## config.mk

```make
export PLATFORM = sky130hd
export DESIGN_NAME = cca_accel
export DESIGN_NICKNAME = d
export VERILOG_FILES = /design/src/cca_pkg.sv /design/src/cca_accel.sv
export VERILOG_INCLUDE_DIRS = /design/src
export SDC_FILE = /design/constraint.sdc
export NUM_CORES = 2
export LEC_CHECK = 0
export BUFFER_PORTS_ARGS = -buffer_cell sky130_fd_sc_hd__buf_2
export CAP_MARGIN = 25
export CORE_AREA = 2 2 321 323
export CTS_CLUSTER_SIZE = 20
export DETAILED_ROUTE_END_ITERATION = 8
export DIE_AREA = 0 0 323 325
export PLACE_DENSITY = 0.74
export SLEW_MARGIN = 20
export SYNTH_ARGS = -nofsm -noshare
export SYNTH_HDL_FRONTEND = slang
export SYNTH_SLANG_ARGS = --single-unit
```

## constraint.sdc

```tcl
create_clock -name core_clk -period 9.7 [get_ports core_clk]
set_input_delay 2.91 -clock core_clk [delete_from_list [all_inputs] [get_ports core_clk]]
set_output_delay 2.91 -clock core_clk [all_outputs]
set_load 0.05 [all_outputs]
```

## src/cca_defs.svh

```systemverilog
// constants for the checksum / crc accelerator: offsets, fields, seeds
// assumes an 8-bit register port with a 16-bit byte address
`ifndef CCA_DEFS_SVH
`define CCA_DEFS_SVH

// register byte addresses
`define CCA_ADDR_W 16
`define CCA_OFF_CONFIG 16'hA078
`define CCA_OFF_DATA0 16'hA07C
`define CCA_OFF_DATA1 16'hA07D
`define CCA_OFF_DATA2 16'hA07E
`define CCA_OFF_DATA3 16'hA07F

// config field positions
`define CCA_CFG_WIDTH_HI 7
`define CCA_CFG_WIDTH_LO 6
`define CCA_CFG_REVERSE 5
`define CCA_CFG_CARRY_DISCARD 4
`define CCA_CFG_SEED 3
`define CCA_CFG_FUNC_HI 2
`define CCA_CFG_FUNC_LO 0
`define CCA_CFG_BUSY 0
`define CCA_CFG_RESET 8'h00

// default seeds and generator polynomials (top bit implied)
`define CCA_SEED_SUM 32'h0000_0000
`define CCA_SEED_CRC16 32'h0000_FFFF
`define CCA_SEED_CRC32 32'hFFFF_FFFF
`define CCA_POLY_CRC16A 32'h0000_8005
`define CCA_POLY_CRC16B 32'h0000_1021
`define CCA_POLY_CRC32 32'h04C1_1DB7

// result masks
`define CCA_MASK_8 32'h0000_00FF
`define CCA_MASK_16 32'h0000_FFFF
`define CCA_MASK_32 32'hFFFF_FFFF

// buffering
`define CCA_FIFO_DEPTH 32

`endif

```

## src/cca_pkg.sv

```systemverilog
// types shared by the accelerator files
// defines its own selector and state codes; the other numeric constants live in cca_defs.svh
package cca_pkg;

    // function selector codes
    typedef enum logic [2:0] {
        CCA_FN_OFF = 3'b000,
        CCA_FN_SUM8 = 3'b001,
        CCA_FN_SUM32 = 3'b010,
        CCA_FN_CRC16A = 3'b011,
        CCA_FN_CRC16B = 3'b100,
        CCA_FN_CRC32 = 3'b101,
        CCA_FN_RSVD = 3'b110,
        CCA_FN_CLEAR = 3'b111
    } cca_func_t;

    // input width selector codes
    typedef enum logic [1:0] {
        CCA_W8 = 2'b00,
        CCA_W16 = 2'b01,
        CCA_W24 = 2'b10,
        CCA_W32 = 2'b11
    } cca_width_t;

    // engine states
    typedef enum logic {
        CCA_ST_IDLE = 1'b0,
        CCA_ST_RUN = 1'b1
    } cca_state_t;

endpackage : cca_pkg

```

## src/cca_accel.sv

```systemverilog
// checksum / crc accelerator: entry fifo and the engine top level
// assumes a cpu register port, one access per cycle, synchronous inputs
//
// Behaviour
// [RULE1] one entry takes one cycle for 8-bit, two for 16-bit, four for 32-bit
// [RULE2] width selector 00/01/10/11 picks 8/16/24/32-bit entries
// [RULE3] reverse set mirrors data bits across the selected width
// [RULE4] seed loads and result reads never get bit reversal
// [RULE5] checksum adds previous carry unless carry discard is set
// [RULE6] with seed bit set, data port writes load the seed
// [RULE7] function 000 disables the engine and freezes its state
// [RULE8] function 001 is 8-bit checksum, 010 is 32-bit checksum
// [RULE9] function 011 is crc-16 with polynomial 0x8005
// [RULE10] function 100 is crc-16 with polynomial 0x1021
// [RULE11] function 101 is crc-32 0x104C11DB7; 110 is reserved, does nothing
// [RULE12] writing 111 clears state and reloads the default seed
// [RULE13] software selects a function, then writes 111, before data
// [RULE14] config status bit reads 1 while a calculation is pending
// [RULE15] software writes high bytes before the low byte
// [RULE16] low byte write completes the entry and starts the calculation
// [RULE17] data byte reads return the running result, msb in byte 3
// [RULE18] checksums add each word modulo the checksum width
// [RULE19] crc shifts msb first, no final inversion, at most 16 bits a cycle

`include "cca_defs.svh"

// simple synchronous fifo, registered full and empty flags
module cca_fifo #(
    parameter int WIDTH = 35,
    parameter int DEPTH = `CCA_FIFO_DEPTH
) (
    // clock and reset
    input wire logic clk,
    input wire logic resetn,
    input wire logic flush,
    // filling side
    input wire logic in_valid,
    output logic in_ready,
    input wire logic [WIDTH-1:0] in_data,
    // draining side
    output logic out_valid,
    input wire logic out_ready,
    output logic [WIDTH-1:0] out_data
);
    localparam int AW = $clog2(DEPTH);

    // pointers wrap naturally, so depth must be a power of two
    if (DEPTH < 2 || (1 << AW) != DEPTH) begin : g_chk
        $error("cca_fifo: DEPTH must be a power of two, at least 2");
    end

    logic [WIDTH-1:0] mem [DEPTH];
    logic [AW-1:0] wr_ptr_q;
    logic [AW-1:0] rd_ptr_q;
    logic [AW:0] count_q;
    logic full_q;
    logic empty_q;
    logic push;
    logic pop;
    logic [AW:0] count_d;

    assign push = in_valid & ~full_q;
    assign pop = out_ready & ~empty_q;
    assign out_valid = ~empty_q;
    assign out_data = mem[rd_ptr_q];

    // occupancy after this cycle's push and pop
    always_comb begin
        count_d = count_q;
        if (push && !pop) begin
            count_d = count_q + 1'b1;
        end else if (pop && !push) begin
            count_d = count_q - 1'b1;
        end
    end

    // storage array, no reset needed on the data
    always_ff @(posedge clk) begin
        if (push) begin
            mem[wr_ptr_q] <= in_data;
        end
    end

    // pointers and flags; flush drops everything queued
    always_ff @(posedge clk or negedge resetn) begin
        if (!resetn) begin
            wr_ptr_q <= '0;
            rd_ptr_q <= '0;
            count_q <= '0;
            full_q <= 1'b0;
            empty_q <= 1'b1;
            in_ready <= 1'b1;
        end else if (flush) begin
            wr_ptr_q <= '0;
            rd_ptr_q <= '0;
            count_q <= '0;
            full_q <= 1'b0;
            empty_q <= 1'b1;
            in_ready <= 1'b1;
        end else begin
            if (push) begin
                wr_ptr_q <= wr_ptr_q + 1'b1;
            end
            if (pop) begin
                rd_ptr_q <= rd_ptr_q + 1'b1;
            end
            count_q <= count_d;
            full_q <= (count_d == DEPTH[AW:0]);
            empty_q <= (count_d == '0);
            in_ready <= (count_d != DEPTH[AW:0]);
        end
    end

endmodule : cca_fifo

// accelerator top: register port, entry capture, checksum and crc engine
module cca_accel #(
    parameter int FIFO_DEPTH = `CCA_FIFO_DEPTH
) (
    // clock and reset
    input wire logic core_clk,
    input wire logic resetn,
    // register port
    input wire logic [`CCA_ADDR_W-1:0] reg_addr,
    input wire logic [7:0] reg_wdata,
    input wire logic reg_wr,
    input wire logic reg_rd,
    output logic [7:0] reg_rdata,
    // entry flow control
    output logic entry_ready
);
    localparam int EW = 35;

    // bytes in one entry for a width code
    function automatic logic [2:0] width_bytes(input logic [1:0] w);
        width_bytes = {1'b0, w} + 3'd1;
    endfunction : width_bytes

    // mirror the low bits of a word across the selected width
    function automatic logic [31:0] mirror(input logic [31:0] v,
                                           input logic [1:0] w);
        logic [31:0] r;
        int n;
        r = '0;
        n = 8 * (int'(w) + 1);
        for (int i = 0; i < 32; i++) begin
            if (i < n) begin
                r[n-1-i] = v[i];
            end
        end
        mirror = r;
    endfunction : mirror

    // result width mask for a function
    function automatic logic [31:0] result_mask(input logic [2:0] f);
        unique case (f)
            3'b001: result_mask = `CCA_MASK_8;
            3'b011, 3'b100: result_mask = `CCA_MASK_16;
            default: result_mask = `CCA_MASK_32;
        endcase
    endfunction : result_mask

    // default seed for a function
    function automatic logic [31:0] default_seed(input logic [2:0] f);
        unique case (f)
            3'b011, 3'b100: default_seed = `CCA_SEED_CRC16;
            3'b101: default_seed = `CCA_SEED_CRC32;
            default: default_seed = `CCA_SEED_SUM;
        endcase
    endfunction : default_seed

    // eight crc steps, msb first, for a 16- or 32-bit register
    function automatic logic [31:0] crc_byte(input logic [31:0] c_in,
                                             input logic [7:0] d,
                                             input logic [2:0] f);
        logic [31:0] c;
        logic [31:0] poly;
        logic fb;
        logic narrow;
        c = c_in;
        narrow = (f != 3'b101);
        poly = (f == 3'b011) ? `CCA_POLY_CRC16A :
               (f == 3'b100) ? `CCA_POLY_CRC16B : `CCA_POLY_CRC32;
        for (int i = 7; i >= 0; i--) begin
            fb = (narrow ? c[15] : c[31]) ^ d[i];
            c = {c[30:0], 1'b0};
            if (fb) begin
                c = c ^ poly;
            end
            if (narrow) begin
                c[31:16] = 16'h0000;
            end
        end
        crc_byte = c;
    endfunction : crc_byte

    // configuration fields
    logic [1:0] width_q;
    logic reverse_q;
    logic carry_discard_q;
    logic seed_q;
    logic [2:0] func_q;
    logic clear_q;
    // upper bytes of the entry being assembled
    logic [31:8] hold_q;
    // engine state
    cca_pkg::cca_state_t state_q;
    logic [31:0] acc_q;
    logic carry_q;
    logic [31:0] shift_q;
    logic [2:0] rem_q;
    logic [7:0] rdata_q;

    // fifo wiring
    logic push_valid;
    logic [EW-1:0] push_data;
    logic fifo_in_ready;
    logic pop_valid;
    logic pop_ready;
    logic [EW-1:0] pop_data;
    logic engine_on;
    logic busy;
    logic [31:0] entry_word;

    logic wr_cfg;
    logic wr_low;

    assign wr_cfg = reg_wr && (reg_addr == `CCA_OFF_CONFIG);
    assign wr_low = reg_wr && (reg_addr == `CCA_OFF_DATA0);

    // engine runs only for a defined function
    assign engine_on = (func_q >= 3'b001) && (func_q <= 3'b101); // [RULE7] [RULE11]

    // config register; 111 triggers a clear and keeps the chosen function
    always_ff @(posedge core_clk or negedge resetn) begin
        if (!resetn) begin
            width_q <= 2'b00;
            reverse_q <= 1'b0;
            carry_discard_q <= 1'b0;
            seed_q <= 1'b0;
            func_q <= 3'b000;
            clear_q <= 1'b0;
        end else begin
            clear_q <= 1'b0;
            if (wr_cfg) begin
                width_q <= reg_wdata[`CCA_CFG_WIDTH_HI:`CCA_CFG_WIDTH_LO]; // [RULE2]
                reverse_q <= reg_wdata[`CCA_CFG_REVERSE];
                carry_discard_q <= reg_wdata[`CCA_CFG_CARRY_DISCARD];
                seed_q <= reg_wdata[`CCA_CFG_SEED];
                if (reg_wdata[`CCA_CFG_FUNC_HI:`CCA_CFG_FUNC_LO] == 3'b111) begin
                    clear_q <= 1'b1; // [RULE12]
                end else begin
                    func_q <= reg_wdata[`CCA_CFG_FUNC_HI:`CCA_CFG_FUNC_LO];
                end
            end
        end
    end

    // upper data bytes wait here until the low byte arrives
    always_ff @(posedge core_clk or negedge resetn) begin
        if (!resetn) begin
            hold_q <= 24'h00_0000;
        end else if (reg_wr) begin
            if (reg_addr == `CCA_OFF_DATA1) begin
                hold_q[15:8] <= reg_wdata;
            end
            if (reg_addr == `CCA_OFF_DATA2) begin
                hold_q[23:16] <= reg_wdata;
            end
            if (reg_addr == `CCA_OFF_DATA3) begin
                hold_q[31:24] <= reg_wdata;
            end
        end
    end

    // entry word: seeds keep natural order, data may be mirrored
    always_comb begin
        entry_word = {hold_q, reg_wdata}; // [RULE16]
        if (!seed_q && reverse_q) begin
            entry_word = mirror({hold_q, reg_wdata}, width_q); // [RULE3] [RULE4]
        end
    end

    // entries queue with their seed flag and width; writes while the
    // engine is off or the queue is full are dropped
    assign push_valid = wr_low && engine_on && !clear_q; // [RULE16]
    assign push_data = {seed_q, width_q, entry_word}; // [RULE6]

    cca_fifo #(
        .WIDTH(EW),
        .DEPTH(FIFO_DEPTH)
    ) u_fifo (
        .clk(core_clk),
        .resetn(resetn),
        .flush(clear_q),
        .in_valid(push_valid),
        .in_ready(fifo_in_ready),
        .in_data(push_data),
        .out_valid(pop_valid),
        .out_ready(pop_ready),
        .out_data(pop_data)
    );

    // the engine takes a new entry only when idle and enabled
    assign pop_ready = (state_q == cca_pkg::CCA_ST_IDLE) && engine_on
                       && !clear_q; // [RULE7]

    // engine: checksums add the whole word on the pop cycle; crc takes the first byte then, one more byte each cycle after
    always_ff @(posedge core_clk or negedge resetn) begin
        logic [2:0] nb;
        logic [31:0] word;
        logic [32:0] sum;
        logic [31:0] cin;
        if (!resetn) begin
            state_q <= cca_pkg::CCA_ST_IDLE;
            acc_q <= 32'h0000_0000;
            carry_q <= 1'b0;
            shift_q <= 32'h0000_0000;
            rem_q <= 3'd0;
        end else if (clear_q) begin
            state_q <= cca_pkg::CCA_ST_IDLE;
            acc_q <= default_seed(func_q); // [RULE12]
            carry_q <= 1'b0;
            rem_q <= 3'd0;
        end else if (!engine_on) begin
            // frozen: the clock is gated in the real part
            state_q <= state_q; // [RULE7]
        end else if (state_q == cca_pkg::CCA_ST_RUN) begin
            if (func_q >= 3'b011) begin
                acc_q <= crc_byte(acc_q, shift_q[31:24], func_q); // [RULE19]
            end
            shift_q <= {shift_q[23:0], 8'h00};
            rem_q <= rem_q - 3'd1;
            if (rem_q == 3'd1) begin
                state_q <= cca_pkg::CCA_ST_IDLE; // [RULE1]
            end
        end else if (pop_valid) begin
            nb = width_bytes(pop_data[33:32]);
            word = pop_data[31:0] & ((nb == 3'd4) ? 32'hFFFF_FFFF :
                   ((32'h0000_0001 << {nb, 3'b000}) - 32'h0000_0001));
            if (pop_data[34]) begin
                acc_q <= pop_data[31:0] & result_mask(func_q); // [RULE6]
                carry_q <= 1'b0;
            end else if (func_q <= 3'b010) begin
                cin = {31'h0, carry_q & ~carry_discard_q}; // [RULE5]
                if (func_q == 3'b001) begin
                    sum = {1'b0, acc_q & `CCA_MASK_8} + {1'b0, word}
                          + {1'b0, cin};
                    acc_q <= sum[31:0] & `CCA_MASK_8; // [RULE8] [RULE18]
                    carry_q <= (sum[32:8] != 25'h000_0000);
                end else begin
                    sum = {1'b0, acc_q} + {1'b0, word} + {1'b0, cin};
                    acc_q <= sum[31:0]; // [RULE8] [RULE18]
                    carry_q <= sum[32];
                end
                if (nb != 3'd1) begin
                    state_q <= cca_pkg::CCA_ST_RUN; // [RULE1]
                    rem_q <= nb - 3'd1;
                end
            end else begin
                // align the entry to the top so bytes leave msb first
                word = word << {(3'd4 - nb), 3'b000};
                acc_q <= crc_byte(acc_q, word[31:24], func_q); // [RULE9] [RULE10] [RULE11]
                shift_q <= {word[23:0], 8'h00};
                if (nb != 3'd1) begin
                    state_q <= cca_pkg::CCA_ST_RUN; // [RULE1]
                    rem_q <= nb - 3'd1;
                end
            end
        end
    end

    // busy while anything is queued or in flight
    assign busy = pop_valid || (state_q == cca_pkg::CCA_ST_RUN); // [RULE14]

    // read data one cycle after the strobe, zero elsewhere
    always_ff @(posedge core_clk or negedge resetn) begin
        if (!resetn) begin
            rdata_q <= 8'h00;
        end else if (reg_rd) begin
            unique case (reg_addr)
                `CCA_OFF_CONFIG: rdata_q <= {width_q, reverse_q,
                    carry_discard_q, seed_q, 2'b00, busy}; // [RULE14]
                `CCA_OFF_DATA0: rdata_q <= acc_q[7:0]; // [RULE17]
                `CCA_OFF_DATA1: rdata_q <= acc_q[15:8]; // [RULE17]
                `CCA_OFF_DATA2: rdata_q <= acc_q[23:16]; // [RULE17]
                `CCA_OFF_DATA3: rdata_q <= acc_q[31:24]; // [RULE17]
                default: rdata_q <= 8'h00;
            endcase
        end else begin
            rdata_q <= 8'h00;
        end
    end

    assign reg_rdata = rdata_q;
    // registered not-full flag of the queue
    assign entry_ready = fifo_in_ready;

endmodule : cca_accel

```

Word-level counts from Yosys, hierarchy flattened:

Memory sizes are Yosys's and may differ from the RTL's.
Index checks and enable logic that the tools add are counted.

* flip-flop bits (word level): 129
* RAM bits: 1120
* memories: 1
* output and inout port bits: 9
* word-level logic and storage cells: 704

* $lt $le $gt $ge: 100
* eq/ne operators: 24
* bitwise operators: 43
* $add $sub $neg: 46
* shifts and indexed selects: 2
* reduce and logical (&&, ||, !) cells: 63
* multiplexer cells: 404

Memory list
* u_fifo.mem: words 32, bits a word 35, rd ports 1, clocked after Yosys merged registers in 0, write ports 1, line cca_accel.sv:52 `logic [WIDTH-1:0] mem [DEPTH];`

Operators by type and width (number)
* $mux W32: 168
* $mux W16: 86
* $bwmux W32: 31
* $ge A32 B1 Y1 const B: 30
* $lt A32 B7 Y1 const B: 30
* $xor A32 B27 Y32: 8
* $xor A32 B32 Y32: 7
* $demux W1 S5: 32
* $pmux W32 S2: 2
* $sub A7 B6 Y8 const B: 16
* $and A32 B32 Y32: 3
* $lt A5 B6 Y1 const A: 16
* $eq A16 B16 Y1 const B: 5
* $mux W1: 68
* $add A33 B1 Y33: 2
* $sub A7 B5 Y8 const B: 8
* $mux W27: 2
* $lt A4 B6 Y1 const A: 8
* $logic_and A1 B1 Y1: 42
* $pmux W8 S5: 1
* $add A32 B32 Y33: 1
* $add A8 B32 Y33: 1
* $shl A1 B6 Y32 const A: 1
* $shl A32 B6 Y32: 1
* 49 further kinds: 113

Logic depth before layout (Yosys ltp):

An unclocked memory read counts as a cell.

* depth in word-level cells: 128
* mapped depth: 49
* depth with buffers taken out: 35

By module:

From an unflattened synthesis, not the netlist that was laid out.

* cell total of the unflattened synthesis: 3648
* area total of the unflattened synthesis: 57437.6 µm²

By module, submodules not included
* cca_fifo: area an instance 43555.5 µm², cells each 1749, times used 1
* cca_accel: area an instance 13882.1 µm², cells each 1899, times used 1

Worst setup path before layout:

No wires, ideal clock.

* kind: register to register
* from: register u_fifo.rd_ptr_q[0]
* to: register acc_q[31]
* cell stages (with the launch flop): 48
* data required time: 9.618 ns
* setup slack: -0.947 ns
* data arrival time: 10.565 ns
* library setup time: 0.082 ns
* cells stage by stage: dfrtp_1 buf_6 buf_6 buf_4 buf_4 buf_4 buf_4 buf_4 buf_4 buf_4 buf_2 buf_2 buf_2 buf_1 mux4_2 mux4_2 nand2_1 and2_1 [... 12 more ...] a21oi_1 o21ai_0 a21oi_1 o21bai_1 a21oi_1 o21ai_0 a211o_1 a2111oi_0 o31ai_1 or4_1 a31o_2 nor4_1 o31ai_1 a21o_1 a21oi_1 xnor2_1 nand3_1 a31oi_1

* cells in the longest elaborated chain, start to end: 128
* elaborated cells on any way between the ends: 141

Ends and longest elaborated chain
* start: declaration: line cca_accel.sv:54 `logic [AW-1:0] rd_ptr_q;`
* start signal: assignment: line cca_accel.sv:105 `rd_ptr_q <= rd_ptr_q + 1'b1;`
* $mem_v2 Z32 W35 (*)
* $add A2 B1 Y3: line cca_accel.sv:136 `width_bytes = {1'b0, w} + 3'd1;`
* $shl A1 B6 Y32: line cca_accel.sv:340 `((32'h0000_0001 << {nb, 3'b000}) - 32'h0000_0001));`
* $sub A32 B1 Y32: line cca_accel.sv:340
* $mux W32: line cca_accel.sv:339 `word = pop_data[31:0] & ((nb == 3'd4) ? 32'hFFFF_FFFF :`
* $and A32 B32 Y32: line cca_accel.sv:339
* $shl A32 B6 Y32: line cca_accel.sv:362 `word = word << {(3'd4 - nb), 3'b000};`
* $xor A1 B1 Y1: line cca_accel.sv:185 `fb = (narrow ? c[15] : c[31]) ^ d[i];`
* [... 112 more ...]
* $mux W32: line cca_accel.sv:187 `if (fb) begin`
* $mux W16: line cca_accel.sv:190 `if (narrow) begin`
* $mux W32: line cca_accel.sv:344 `end else if (func_q <= 3'b010) begin`
* $mux W32 (*): line cca_accel.sv:341 `if (pop_data[34]) begin`
* $mux W32 (*): line cca_accel.sv:337 `end else if (pop_valid) begin`
* $mux W32 (*): line cca_accel.sv:328 `end else if (state_q == cca_pkg::CCA_ST_RUN) begin`
* $mux W32 (*): line cca_accel.sv:325 `end else if (!engine_on) begin`
* $mux W32 (*): line cca_accel.sv:320 `end else if (clear_q) begin`
* end signal: assignment: line cca_accel.sv:322 `acc_q <= default_seed(func_q);`
* end signal: assignment: line cca_accel.sv:330 `acc_q <= crc_byte(acc_q, shift_q[31:24], func_q);`
* end signal: assignment: line cca_accel.sv:342 `acc_q <= pop_data[31:0] & result_mask(func_q);`
* end: declaration: line cca_accel.sv:208 `logic [31:0] acc_q;`

Mark *: on every way between the ends. The rest lies on a longest branch, timed or not. The select of a mux whose other input is x is not followed.
A chain may end at the register's enable or synchronous reset.

Final worst setup path:

* from: register u_fifo.rd_ptr_q[2]
* to: register acc_q[11]

* cells in the longest elaborated chain, start to end: 127
* elaborated cells on any way between the ends: 140

Ends and longest elaborated chain (line)
* $mem_v2 Z32 W35 (*)
* $add A2 B1 Y3: cca_accel.sv:136
* $shl A1 B6 Y32: cca_accel.sv:340
* $sub A32 B1 Y32: cca_accel.sv:340
* $mux W32: cca_accel.sv:339
* $and A32 B32 Y32: cca_accel.sv:339
* $shl A32 B6 Y32: cca_accel.sv:362
* $xor A1 B1 Y1: cca_accel.sv:185
* [... 111 more ...]
* $xor A1 B1 Y1: cca_accel.sv:185
* $mux W32: cca_accel.sv:187
* $mux W32: cca_accel.sv:344
* $mux W32 (*): cca_accel.sv:341
* $mux W32 (*): cca_accel.sv:337
* $mux W32 (*): cca_accel.sv:328
* $mux W32 (*): cca_accel.sv:325
* $mux W32 (*): cca_accel.sv:320

Marked as above.

==> metrics <==
EDFF count, synth 1120; layout cells sized above 1 0.2104; Initial Util 0.5584; Layout Nets 3774; Post-CTS Repair Setup Buffers 0; Max IR drop VDD 165.3 uV; largest net degree at the start of global routing 136; Post-DRT Antenna Nets 0; CTS tree built; Final min period 9.154 ns; drt via density 6.785; gr usage total 0.3150; WS Path Type flip-flop to flip-flop; ys async rst share 0.09750; Synth Register Bits 1241; Hold WC Path Type flip-flop to flip-flop; Die X 323 um; CP max stage delay 0.77 ns; Detailed Route Iter0 Violations 5075; root buffer selected by CTS clkbuf_16; total CTS buffers 117; Synth area leaders edfxtp_1 (59%), mux4_2 (12%), dfrtp_1 (5.3%), mux2i_1 (2.3%), xnor2_1 (2.0%); Non-Filler Instances 5160; Synth Area per Inst 15.68 sq um; htree depth 3; area of the mapped netlist 0.05657 sq mm; Buffers on Ports 36; Post-route DRC 0; slowest CP cell dfrtp_4; period utilisation layout 0.9437; Hold Vio Cnt, Final 0; multiplexer share of the synthesized area 0.1496; post-synthesis compound-gate area fraction 0.07082; # setup viols final 0; post-synthesis sequential area ratio 0.6481; RSZ-0062 raised after global routing no; adder-cell share of the synthesized area 0.01287; Leak Pwr 19.01 nW; vias in the first global route 33943; Max Root-Sink Buffers 3; drt wl/cell 31.98 um; TritonCTS Sinks 1241; largest family of logic cells by synthesized area multiplexers; Most used DFF post-synth edfxtp_1; post-cts sizing count 0; die area 0.1050 sq mm; CP required 10.32 ns; YS warnings 0; worst-skew pair later-pin latency 0.73 ns; first-pass GRT wire length 237.7 mm; die height 325 um; Slew Viols, Final 0; post-synthesis cell type count 101; syn nets 3694; post-synthesis xor/xnor area fraction 0.03402; area fraction in and, or, nand and nor cells after synthesis 0.06337; max-cap violation count 0; leading area contributor after synthesis edfxtp_1; area growth from synthesis to layout 11.02%; Slew HR 0.1861; clock slew at reported path FFs 0.07 ns; area of the multi-input gates 0.01915 sq mm; share of the synthesized area in the top cell type 0.5945; Ports 37; DRT Wirelength 165.0 mm; Layout Skew 0.04390 ns; Crit. End Element flip-flop; core area 0.1013 sq mm; Post-DP HPWL 100.8 mm; placed cell count 4938; CP Launch Type flip-flop; routability cong. 1.067; Post-CTS Hold Buffers 0; Power Dens Cells 171.8 mW/mm^2; r2r setup slk 0.55 ns; Worst-Margin Slew 1.187 ns; status finished, final reports clean; Critical Path AT 9.77 ns; initial antenna violation count 3; first-pass iteration count of the detailed router 8; fmax 109.2 MHz; Rows 117; crit path max fanout 30; Via Count 35013; Post-Synthesis Cells 3609; TNS Setup 0 ns; grt total ovfl 0; register area 0.03668 sq mm; Core Util, Final 0.6200; fillcell total 7264
## metal layers
| layer | up-vias | share of wire | global-route usage |
|---|---|---|---|
| met5 | - | 0.00016 | 0 |
| met4 | 4 | 0.053 | 0.1471 |
| met3 | 473 | 0.11 | 0.07322 |
| met2 | 2233 | 0.47 | 0.4896 |
| met1 | 17856 | 0.37 | 0.4244 |
| li1 | 14447 | - | - |
## synthesized netlist by cell type, types with 29 or more instances
| cell type | n |
|---|---|
| nand3_1 | 55 |
| a21oi_1 | 132 |
| dfrtp_1 | 119 |
| nor3_1 | 46 |
| a22oi_1 | 70 |
| mux4_2 | 296 |
| mux2i_1 | 130 |
| o21ai_0 | 138 |
| nand2_1 | 237 |
| buf_2 | 34 |
| clkbuf_1 | 125 |
| xor2_1 | 68 |
| a32oi_1 | 29 |
| mux2_2 | 42 |
| nor2_1 | 254 |
| ha_1 | 55 |
| inv_1 | 42 |
| edfxtp_1 | 1120 |
| nor2b_1 | 30 |
| xnor2_1 | 130 |
## final cells by class
class | count | share of cell area
clock inverter | 72 | 0.009144
timing repair buffer | 179 | 0.02235
clock buffer | 146 | 0.04937
sequential | 1241 | 0.5841
antenna | 4 | 0.0001594
inverter | 45 | 0.002690
tap | 1368 | 0.02725
multi-input combinational | 2105 | 0.3050
## worst max-delay path, delay by kind of cell, from the launching register on
kind	cells	cell delay (ns)
fa+ha+maj	2	0.73
xor+xnor	4	0.96
compound gates	11	2.63
buf+inv	3	0.60
mux	4	1.88
flops	1	0.77
simple gates	5	1.47
## cell families after synthesis
group | after synthesis
xor gates and xnor gates | 207
muxes | 469
DFF | 1241
adders and majority gates | 57
AOI/OAI and AO/OA | 605
buffers and inverters | 263
and+or+nand+nor | 767
## path summary, 6_finish.rpt
| check | startpoint | endpoint | cells past startpoint |
|---|---|---|---|
| max | u_fifo.rd_ptr_q[2] | acc_q[11] | 29 |
| min | rem_q[1] | rem_q[1] | 2 |
| max reg2reg | u_fifo.rd_ptr_q[2] | acc_q[11] | 29 |
| min reg2reg | rem_q[1] | rem_q[1] | 2 |
| max in group asynchronous | resetn | seed_q | 2 |
| min in group asynchronous | resetn | acc_q[0] | 1 |
## where the power goes
part	switching (mW)	internal, mW	total (mW)
Clock	2.00	2.45	4.45
Combinational	0.317	0.219	0.536
Sequential	0.0294	5.77	5.80
Total	2.35	8.44	10.8
## per-stage QoR
step | power (mW) | hold WS (ns) | worst slack, ns | area, sq um
6_report | 10.79 | 0.4803 | 0.5463 | 62800
5_1_grt | 11.07 | 0.5042 | 0.1586 | 62790
4_1_cts | 10.82 | 0.4813 | 0.7052 | 62760
3_5_place_dp | 6.434 | 0.4671 | 0.7446 | 59090
3_3_place_gp | 6.428 | 0.4633 | 0.9742 | 58860
2_1_floorplan | 6.296 | 0.4485 | 0.001430 | 56610
## cells in the final DEF (no fill, tap or decap), types with 24 or more instances in the layout
master,synthesis,layout
edfxtp_1,1120,1120
mux4_2,296,296
nand2_1,237,236
nor2_1,254,221
a21oi_1,132,132
mux2i_1,130,130
buf_4,24,130
xnor2_1,130,127
clkbuf_16,0,120
dfrtp_1,119,112
o21ai_0,138,106
a22oi_1,70,70
xor2_1,68,68
nand3_1,55,55
ha_1,55,55
nor3_1,46,45
inv_1,42,42
mux2_2,42,42
buf_2,34,35
nor2_4,0,32
nor2b_1,30,30
a32oi_1,29,29
clkbuf_1,125,26
clkinv_2,0,26
clkinv_1,0,25
o22ai_1,24,24
## state kept, by name, indices dropped and copies added, names as in the netlist, 2 cells and up
register / flops
func_q: 3
u_fifo.rd_ptr_q: 5
u_fifo.count_q: 6
u_fifo.wr_ptr_q: 5
acc_q: 32
rem_q: 3
width_q: 2
hold_q: 24
shift_q: 24
u_fifo.mem: 1120
reg_rdata: 8
No activity file was read; power rests on OpenSTA's default activity.
